### config.mk
export PLATFORM = sky130hd
export DESIGN_NAME = fsd_unit
export DESIGN_NICKNAME = d
export VERILOG_FILES = /design/src/fsd_pkg.sv /design/src/fsd_unit.sv
export VERILOG_INCLUDE_DIRS = /design/src
export SDC_FILE = /design/constraint.sdc
export NUM_CORES = 2
export LEC_CHECK = 0
export BUFFER_PORTS_ARGS = -buffer_cell sky130_fd_sc_hd__buf_2
export CORE_AREA = 2 2 337 339
export CTS_CLUSTER_SIZE = 10
export DETAILED_ROUTE_END_ITERATION = 7
export DIE_AREA = 0 0 339 341
export MAX_ROUTING_LAYER = met4
export PLACE_DENSITY = 0.52
export SLEW_MARGIN = 10
export SYNTH_ARGS = -nofsm -noshare
export SYNTH_HDL_FRONTEND = slang
export SYNTH_SLANG_ARGS = --single-unit
### constraint.sdc
create_clock -name clk_in -period 36.2 [get_ports clk_in]
set_input_delay 7.24 -clock clk_in [delete_from_list [all_inputs] [get_ports clk_in]]
set_output_delay 7.24 -clock clk_in [all_outputs]
set_load 0.02 [all_outputs]
### src/fsd_map.svh
`ifndef FSD_MAP_SVH
`define FSD_MAP_SVH
// Process controls bit positions
`define FSD_PC_TRACE_EN_BIT 0
`define FSD_PC_RESUME_BIT 9
`define FSD_PC_TFP_BIT 10
`define FSD_PC_SUPV_BIT 1
// Arithmetic controls: imprecise sync flag and condition code
`define FSD_AC_SYNC_BIT 15
`define FSD_AC_CC_LSB 0
// Fault-table entry types
`define FSD_ENTRY_LOCAL 2'h0
`define FSD_ENTRY_SYSTEM 2'h2
// Frame-return status for a fault frame
`define FSD_FRAME_STATUS 3'h1
// Fault record word count and resumption record size in bytes
`define FSD_REC_WORDS 8
`define FSD_RESUME_BYTES 48
`define FSD_RESUME_WORDS 12
// Procedure-table trace-control flag: byte 12, bit 1
`define FSD_PT_TRACE_BYTE 12
`define FSD_PT_TRACE_BIT 1
// Constraint-range fault type and subtype, and trace fault type
`define FSD_TYPE_CONSTRAINT 8'h05
`define FSD_SUB_RANGE 8'h01
`define FSD_TYPE_TRACE 8'h01
// Frame size in bytes opened for the handler
`define FSD_FRAME_BYTES 32'h00000040
// Offsets: resumption words and handler frame from the record base, saved return pointer from the old frame pointer
`define FSD_RES_OFFSET 32'h00000020
`define FSD_RIP_OFFSET 32'h00000008
`define FSD_FRAME_OFFSET 32'h00000060
`endif

### src/fsd_pkg.sv
package fsd_pkg;
  typedef enum logic [1:0] {FSD_STK_LOCAL, FSD_STK_SUPV, FSD_STK_INTR} fsd_stack_e;
  typedef struct packed {
    logic [7:0] ftype;
    logic [7:0] subtype;
    logic [7:0] flags;
    logic [31:0] fault_ip;
    logic [31:0] data0;
    logic [31:0] data1;
    logic [31:0] data2;
    logic suspended;
  } fsd_fault_s;
  typedef struct packed {
    logic write;
    logic [31:0] addr;
    logic [31:0] wdata;
  } fsd_mem_req_s;
endpackage

### src/fsd_unit.sv
`timescale 1ns/1ps
`default_nettype none
`include "fsd_map.svh"
// ----------------------------------------------------------------
// Notes on behaviour
// [RL1] Software keeps the imprecise sync flag set
// [RL2] Trace faults need trace enable and mode
// [RL3] Fault-if tests condition code, raises range fault
// [RL4] Type and subtype written as bytes
// [RL5] Flags byte may stay undefined
// [RL6] Record holds faulting instruction pointer
// [RL7] Record captures process and arithmetic controls
// [RL8] Three fault data words in record
// [RL9] Return pointer saved in local register two
// [RL10] Suspended instruction gets 48-byte resumption record
// [RL11] Records go on the stack in use
// [RL12] Entry type 00: push record, extended call
// [RL13] Suspension pushes resumption record, sets resume
// [RL14] New handler frame with return status 001
// [RL15] Local return: free frame, reload arith, continue
// [RL16] Entry type 10 local: address from table
// [RL17] Supervisor from user: local stack, switch stacks
// [RL18] Supervisor from supervisor: current stack, new frame
// [RL19] Copy table trace flag into trace enable
// [RL20] Supervisor return reloads process controls
// [RL21] Resume flag set: read back resumption record
// [RL22] Restore drops handler changes incl. pending trace
// ----------------------------------------------------------------
module fsd_unit (
  input wire logic clk_in, // Processor clock
  input wire logic sys_rst_in, // Async reset, high
  input wire logic fault_in, // Implicit fault pulse
  input wire fsd_pkg::fsd_fault_s fault_info_in, // Fault details
  input wire logic trace_event_in, // Trace condition seen
  input wire logic [7:0] trace_mode_in, // Trace-mode flags
  input wire logic [7:0] trace_sub_in, // Trace subtype bits
  input wire logic fault_if_in, // Fault-if instruction executes
  input wire logic [2:0] fault_if_cond_in, // Condition mask of the instruction
  input wire logic [31:0] cur_ip_in, // Current instruction pointer
  input wire logic [31:0] next_ip_in, // Next instruction pointer
  input wire logic [31:0] proc_ctl_in, // Process controls
  input wire logic [31:0] arith_ctl_in, // Arithmetic controls
  input wire fsd_pkg::fsd_stack_e stack_in, // Stack in use
  input wire logic [31:0] sp_in, // Current stack pointer
  input wire logic [31:0] fp_in, // Current frame pointer
  input wire logic [31:0] entry_word_in, // Fault-table entry word 0
  input wire logic [31:0] pt_handler_in, // Handler address from table
  input wire logic pt_supv_in, // Table entry is supervisor
  input wire logic [31:0] pt_sp_in, // Supervisor stack pointer
  input wire logic [31:0] pt_ctl_word_in, // Table word holding byte 12
  input wire logic [31:0] resume_word_in, // Resumption word to push
  input wire logic handler_ret_in, // Handler executes ret
  input wire logic [31:0] mem_rdata_in, // Memory read data
  input wire logic mem_ack_in, // Memory access done
  output fsd_pkg::fsd_mem_req_s mem_req_out, // Memory request
  output logic mem_valid_out, // Memory request valid
  output logic [31:0] resume_data_out, // Resumption word to core
  output logic resume_valid_out, // Resumption word valid
  output logic [31:0] handler_ip_out, // Handler to start
  output logic [31:0] new_fp_out, // Handler frame pointer
  output logic [31:0] new_sp_out, // Stack pointer after dispatch
  output logic [2:0] frame_status_out, // Frame-return status
  output logic [31:0] proc_ctl_out, // Process controls to load
  output logic [31:0] arith_ctl_out, // Arithmetic controls to load
  output logic [31:0] return_ip_out, // Where execution continues
  output logic ctl_load_out, // Load controls pulse
  output logic dispatch_out, // Handler start pulse
  output logic resume_out, // Continue program pulse
  output logic busy_out // Unit active
);
  import fsd_pkg::*;

  typedef enum logic [2:0] {
    FSD_IDLE, FSD_WREC, FSD_WRES, FSD_WRIP, FSD_CALL, FSD_RUN,
    FSD_RREC, FSD_RRES
  } fsd_state_e;

  fsd_state_e state;
  fsd_fault_s rec;
  logic [31:0] saved_pc;
  logic [31:0] saved_ac;
  logic [31:0] base;
  logic [31:0] ret_ip;
  logic [31:0] old_fp;
  logic [3:0] idx;
  logic supv_call;
  logic from_user;
  logic [1:0] etype;
  logic [31:0] next_addr;
  logic [31:0] next_wdata;
  logic trig;
  fsd_fault_s trig_info;
  logic cond_met;
  logic [31:0] frame_base;

  // Word address within a record at the base
  function automatic logic [31:0] word_addr(input logic [31:0] b,
                                            input logic [3:0] i);
    word_addr = b + {26'h0, i, 2'h0};
  endfunction

  // Resumption words sit right above the fault record
  function automatic logic [31:0] res_addr(input logic [31:0] b,
                                           input logic [3:0] i);
    res_addr = word_addr(b + `FSD_RES_OFFSET, i);
  endfunction

  // True on the last word of a run of n words
  function automatic logic last_word(input logic [3:0] i,
                                     input logic [3:0] n);
    last_word = (i == n - 4'h1);
  endfunction

  // States that hold a memory request open until it is acknowledged
  function automatic logic mem_state(input fsd_state_e s);
    mem_state = (s == FSD_WREC) || (s == FSD_WRES) || (s == FSD_WRIP) ||
                (s == FSD_RREC) || (s == FSD_RRES);
  endfunction

  // Read states: only the supervisor return reads memory back
  function automatic logic read_state(input fsd_state_e s);
    read_state = (s == FSD_RREC) || (s == FSD_RRES);
  endfunction

  // ------------------------------------------------------------
  // Fault signalling
  // ------------------------------------------------------------
  // Condition code is one-hot; mask selects accepted codes
  assign cond_met = |(fault_if_cond_in &
                      arith_ctl_in[`FSD_AC_CC_LSB +: 3]); // RL3
  always_comb begin
    trig = 1'b0;
    trig_info = fault_info_in;
    if (fault_in) begin
      trig = 1'b1;
    end else if (fault_if_in && cond_met) begin
      trig = 1'b1; // RL3
      trig_info = '0;
      trig_info.ftype = `FSD_TYPE_CONSTRAINT;
      trig_info.subtype = `FSD_SUB_RANGE;
      trig_info.fault_ip = cur_ip_in;
    end else if (trace_event_in && proc_ctl_in[`FSD_PC_TRACE_EN_BIT] &&
                 |(trace_mode_in & trace_sub_in)) begin
      trig = 1'b1; // RL2
      trig_info = '0;
      trig_info.ftype = `FSD_TYPE_TRACE;
      // Subtype carries the trace modes that fired
      trig_info.subtype = trace_mode_in & trace_sub_in;
      trig_info.fault_ip = cur_ip_in;
    end
  end

  // ------------------------------------------------------------
  // Memory write data sequencing
  // ------------------------------------------------------------
  // Record layout: ctl words, fault data, type word, fault IP
  always_comb begin
    next_addr = word_addr(base, idx); // RL11
    next_wdata = 32'h0;
    case (state)
      FSD_WREC: begin
        case (idx)
          4'h0: next_wdata = saved_pc; // RL7
          4'h1: next_wdata = saved_ac; // RL7
          4'h2: next_wdata = rec.data0; // RL8
          4'h3: next_wdata = rec.data1; // RL8
          4'h4: next_wdata = rec.data2; // RL8
          4'h5: next_wdata = {rec.flags, 8'h0, rec.subtype,
                              rec.ftype}; // RL4 RL5
          default: next_wdata = rec.fault_ip; // RL6
        endcase
      end
      FSD_WRES: begin
        next_addr = res_addr(base, idx); // RL10
        next_wdata = resume_word_in;
      end
      FSD_WRIP: begin
        next_addr = old_fp + `FSD_RIP_OFFSET; // RL9
        next_wdata = ret_ip;
      end
      // Saved process controls are word 0 of the record
      FSD_RREC: next_addr = base; // RL20
      FSD_RRES: next_addr = res_addr(base, idx); // RL21
      default: next_addr = 32'h0;
    endcase
  end

  // Request stays up until the acknowledge edge
  assign mem_valid_out = mem_state(state);
  assign mem_req_out = '{write: !read_state(state),
                         addr: next_addr, wdata: next_wdata};
  assign busy_out = (state != FSD_IDLE);

  // ------------------------------------------------------------
  // Sequencer
  // ------------------------------------------------------------
  // One fault at a time; new faults while busy are left to the core
  always_ff @(posedge clk_in or posedge sys_rst_in) begin
    if (sys_rst_in) begin
      state <= FSD_IDLE;
      rec <= '0;
      saved_pc <= 32'h0;
      saved_ac <= 32'h0;
      base <= 32'h0;
      ret_ip <= 32'h0;
      old_fp <= 32'h0;
      idx <= 4'h0;
      supv_call <= 1'b0;
      from_user <= 1'b0;
      etype <= 2'h0;
    end else begin
      case (state)
        FSD_IDLE: begin
          idx <= 4'h0;
          if (trig) begin
            rec <= trig_info;
            saved_pc <= proc_ctl_in; // RL7
            saved_ac <= arith_ctl_in; // RL7
            // Records land on whichever stack the core is using
            base <= sp_in; // RL11 RL17 RL18
            old_fp <= fp_in;
            ret_ip <= next_ip_in; // RL9
            etype <= entry_word_in[1:0];
            supv_call <= (entry_word_in[1:0] == `FSD_ENTRY_SYSTEM) &&
                         pt_supv_in;
            from_user <= !proc_ctl_in[`FSD_PC_SUPV_BIT];
            // Later write of the resume bit wins over the plain copy
            if (trig_info.suspended) begin
              saved_pc[`FSD_PC_RESUME_BIT] <= 1'b1; // RL13
            end
            state <= FSD_WREC; // RL12
          end
        end
        FSD_WREC: if (mem_ack_in) begin
          idx <= idx + 4'h1;
          if (last_word(idx, 4'(`FSD_REC_WORDS))) begin
            idx <= 4'h0;
            state <= rec.suspended ? FSD_WRES : FSD_WRIP; // RL13
          end
        end
        FSD_WRES: if (mem_ack_in) begin
          idx <= idx + 4'h1;
          if (last_word(idx, 4'(`FSD_RESUME_WORDS))) begin
            idx <= 4'h0;
            state <= FSD_WRIP; // RL10
          end
        end
        FSD_WRIP: if (mem_ack_in) state <= FSD_CALL;
        FSD_CALL: state <= FSD_RUN;
        // Local returns end here; supervisor returns reload first
        FSD_RUN: if (handler_ret_in) begin
          state <= supv_call ? FSD_RREC : FSD_IDLE; // RL15 RL20
        end
        // Handler edits to the controls never reach the saved copy
        FSD_RREC: if (mem_ack_in) begin
          saved_pc <= mem_rdata_in; // RL20 RL22
          idx <= 4'h0;
          state <= mem_rdata_in[`FSD_PC_RESUME_BIT] ? FSD_RRES : FSD_IDLE;
        end
        FSD_RRES: if (mem_ack_in) begin
          idx <= idx + 4'h1;
          if (last_word(idx, 4'(`FSD_RESUME_WORDS))) state <= FSD_IDLE; // RL21
        end
        default: state <= FSD_IDLE;
      endcase
    end
  end

  // ------------------------------------------------------------
  // Dispatch and return outputs
  // ------------------------------------------------------------
  // Handler frame opens above the records on the stack in use
  assign frame_base = base + `FSD_FRAME_OFFSET; // RL18

  // Registered so the core sees stable values with each pulse
  always_ff @(posedge clk_in or posedge sys_rst_in) begin
    if (sys_rst_in) begin
      handler_ip_out <= 32'h0;
      new_fp_out <= 32'h0;
      new_sp_out <= 32'h0;
      frame_status_out <= 3'h0;
      proc_ctl_out <= 32'h0;
      arith_ctl_out <= 32'h0;
      return_ip_out <= 32'h0;
      ctl_load_out <= 1'b0;
      dispatch_out <= 1'b0;
      resume_out <= 1'b0;
      resume_data_out <= 32'h0;
      resume_valid_out <= 1'b0;
    end else begin
      ctl_load_out <= 1'b0;
      dispatch_out <= 1'b0;
      resume_out <= 1'b0;
      resume_valid_out <= 1'b0;
      if (state == FSD_CALL) begin
        dispatch_out <= 1'b1;
        frame_status_out <= `FSD_FRAME_STATUS; // RL14
        handler_ip_out <= (etype == `FSD_ENTRY_LOCAL) ?
                          {entry_word_in[31:2], 2'h0} : // RL12
                          pt_handler_in; // RL16
        proc_ctl_out <= proc_ctl_in;
        if (supv_call) begin
          proc_ctl_out[`FSD_PC_SUPV_BIT] <= 1'b1; // RL17
          proc_ctl_out[`FSD_PC_TRACE_EN_BIT] <=
            pt_ctl_word_in[`FSD_PT_TRACE_BIT]; // RL19
          ctl_load_out <= 1'b1;
        end
        // Frame opens at the supervisor stack pointer for a supervisor call from user mode, else above the records just pushed
        if (supv_call && from_user) begin
          new_fp_out <= pt_sp_in; // RL17
          new_sp_out <= pt_sp_in + `FSD_FRAME_BYTES;
        end else begin
          new_fp_out <= frame_base; // RL18
          new_sp_out <= frame_base + `FSD_FRAME_BYTES;
        end
      end
      // Arithmetic controls come back on every kind of return
      if (state == FSD_RUN && handler_ret_in) begin
        arith_ctl_out <= saved_ac; // RL15
        proc_ctl_out <= proc_ctl_in;
        return_ip_out <= ret_ip; // RL15
        new_fp_out <= old_fp; // RL15
        new_sp_out <= base;
        if (!supv_call) begin
          ctl_load_out <= 1'b1;
          resume_out <= 1'b1;
        end
      end
      // Handler changes to the process controls are dropped here
      if (state == FSD_RREC && mem_ack_in) begin
        proc_ctl_out <= mem_rdata_in; // RL20 RL22
        ctl_load_out <= 1'b1;
        resume_out <= !mem_rdata_in[`FSD_PC_RESUME_BIT];
      end
      if (state == FSD_RRES && mem_ack_in) begin
        resume_data_out <= mem_rdata_in; // RL21
        resume_valid_out <= 1'b1;
        // Last resumption word releases the suspended instruction
        resume_out <= last_word(idx, 4'(`FSD_RESUME_WORDS)); // RL21
      end
    end
  end
endmodule // fsd_unit
`default_nettype wire

==> impl_metrics.toml <==
[clock_network]
cts-root-buf = "clkbuf_16"
clockBufferDepth = 3
clock_latency_ns = 0.65
cts_setup_buffers = 0
cts.reportedPaths.clkPinSlew_ns = 0.06
ctsHtreeMaxLevel = 3
postCtsHoldBufs = 0
cts-resized-gates = 0
cts_buffers = 71
cts_sinks = 553
cts_tree = "done"

[status]
outcome = "finished, final reports clean"

[setup_path]
crit_end = "mem_req_out[26]"
reg2reg_slack_ns = 31.34
worst-endpoint-required_ns = 28.96
r2r_end = "old_fp[9]$_DFFE_PP0P_"
critical_path_class = "in2out"
rr_worst_depth = 9
arrival_ns = 7.89
r2r_start = "state[1]$_DFFE_PP0P_"
critPathLaunchType = "input pin"
crit_start = "resume_word_in[26]"
end_kind = "primary output"
crit_fanout = 1

[synthesis]
syn_inst = 3193
syn_avg_cell_area_um2 = 8.87
synth_commonest_cells = "nand2_1, dfrtp_1, clkbuf_1"
synth_edf_count = 0
ys_types = 83
ys_seq_elements = 553
ys_warn_count = 0
async_reset_ff_frac = 1.00
synth_top_area_share = 0.489
synth_ff_type = "dfrtp_1"
ys_top_cells_by_area = "dfrtp_1, nand2_1, a22oi_1"
yosys.area.top_type = "dfrtp_1"
seq_area_frac_synth = 0.489
synth.most_common_cell = "nand2_1"
synth_area_mm2 = 0.0283

[placement]
gp_congestion = 0.950
dpl.hpwl_um = 102000
port-buffer-count = 828
placed_cells = 5311

[floorplan]
dieHeight_um = 341
start_util = 0.253
core-area_mm2 = 0.112
rows = 123
die-area_mm2 = 0.116
fp.dieW_um = 339
ios = 864

[finish]
layout.nets = 4470
multi_input_area_mm2 = 0.0133
drive_gt1_frac = 0.262
instances_no_fill = 5471
nFillCells = 12049
ff_latch_area_mm2 = 0.0138
syn_to_final_growth_pct = 27.8

[flow_run]
cap_violations = 0

[detailed_routing]
routed_wl_um = 136000
first_iter_violations = 2438
vias = 27710
post_drt_wl_per_cell_um = 24.9
drc_errors = 0
dr.pass1.iters = 5
ant_nets = 0
viasPerCell = 5.06

[global_route]
grt_max_degree = 105
grt_usage = 0.235
grt_pass1_vias = 27150
antenna_found_initial = 55
grt_pass1_wl_um = 193000
overflow = 0

[sta]
fmax_mhz = 66.1
clock_skew_ns = 0.0424
period_share = 0.418
slew_headroom = 0.273
hold_viol = 0
rsz0062_at_grt = "false"
min_period_ns = 15.13
finalSetupViolCount = 0
tightest_slew_ns = 1.09
drv_slew = 0
timing.setup.tns_ns = 0

[power_and_ir_drop]
total_power_mw = 3.54
leakage_nw = 17.1
ir_worst_vdd_v = 0.0000388
cellPowerDensity_mw_per_mm2 = 97.8

[worst_hold_path]
hold_class = "reg2reg"
min_from = "frame_status_out[0]$_DFFE_PP0P_"
## final cells by class
class / count / share of cell area
antenna: 46 / 0.00318
clock buffer: 102 / 0.0556
clock inverter: 12 / 0.00602
inverter: 62 / 0.00664
multi-input combinational: 2316 / 0.368
sequential: 553 / 0.383
tap: 1500 / 0.0519
timing repair buffer: 880 / 0.125
## metrics by stage
stage                     instance area (µm²)  hold WS [ns]   util  worst slack, ns
after floorplan                         28300         0.449      -            13.50
after global placement                  33800         0.444  0.302            21.07
after detailed placement                33800         0.448  0.302            21.08
after CTS                               36100         0.465  0.322            21.08
after global routing                    36200         0.491  0.323            21.03
final                                   36200         0.456  0.323            21.07
## critical path, cell delays in order
cell     delay, ns
buf_2         0.10
a22oi_1       0.30
nor2_1        0.06
buf_2         0.18
## registers in the layout (all words and copies together), names as in the netlist
register / flops
resume_data_out: 32
idx: 4
base: 32
ret_ip: 32
new_fp_out: 32
ctl_load_out: 1
arith_ctl_out: 32
proc_ctl_out: 32
resume_valid_out: 1
etype: 2
supv_call: 1
frame_status_out: 1
state: 3
from_user: 1
dispatch_out: 1
saved_pc: 32
handler_ip_out: 32
new_sp_out: 32
rec: 153
return_ip_out: 32
resume_out: 1
old_fp: 32
saved_ac: 32
## how the worst min path moves through the flow
stage,to,depth (start not counted)
after floorplan,saved_pc[9]$_DFFE_PP0P_,2
after global placement,frame_status_out[0]$_DFFE_PP0P_,1
after detailed placement,frame_status_out[0]$_DFFE_PP0P_,1
after CTS,frame_status_out[0]$_DFFE_PP0P_,1
after global routing,proc_ctl_out[8]$_DFFE_PP0P_,2
final,frame_status_out[0]$_DFFE_PP0P_,1
## cells by family (layout without fill, tap and decap cells)
family / after synthesis / count (layout) / synth area share
and+or+nand+nor: 1262 / 1262 / 0.189
AOI/OAI and AO/OA: 851 / 851 / 0.206
DFF: 553 / 553 / 0.489
buffers and inverters: 325 / 1056 / 0.0448
muxes: 107 / 107 / 0.0379
xor gates and xnor gates: 69 / 69 / 0.0213
adders and majority gates: 25 / 25 / 0.0117
other: 1 / 48 / 0.000132
## metal layers
layer  vias to the layer above  GRT usage  share of wire
met1                     13627      0.292           0.42
met2                      1163      0.356           0.46
met3                       183     0.0709          0.087
met4                         0     0.0967          0.030
met5                         -          -              0
li1                      12737          -              -
## report_power, final
| part | internal (mW) | switching, mW | total (mW) | leakage [nW] |
|---|---|---|---|---|
| Clock | 0.402 | 0.294 | 0.696 | 1.08 |
| Combinational | 0.533 | 1.14 | 1.67 | 9.14 |
| Sequential | 0.899 | 0.274 | 1.17 | 6.87 |
## placed cells by master, fill, tap and decap left out, types with 12 or more instances in the layout
cell / count
a211oi_1: 35
a21oi_1: 138
a222oi_1: 12
a22oi_1: 175
a31oi_1: 29
a32o_1: 114
and2_1: 12
buf_2: 827
buf_4: 53
clkbuf_1: 19
clkbuf_16: 71
clkbuf_8: 12
dfrtp_1: 550
diode_2: 46
ha_1: 16
inv_1: 58
mux2i_1: 106
nand2_1: 860
nand3_1: 65
nand4_1: 20
nor2_1: 167
nor2b_1: 12
nor3_1: 21
o211ai_1: 15
o21ai_0: 221
o22ai_1: 27
o31ai_1: 14
xnor2_1: 34
xor2_1: 35
Note: power is estimated with default switching activity, not from simulation.
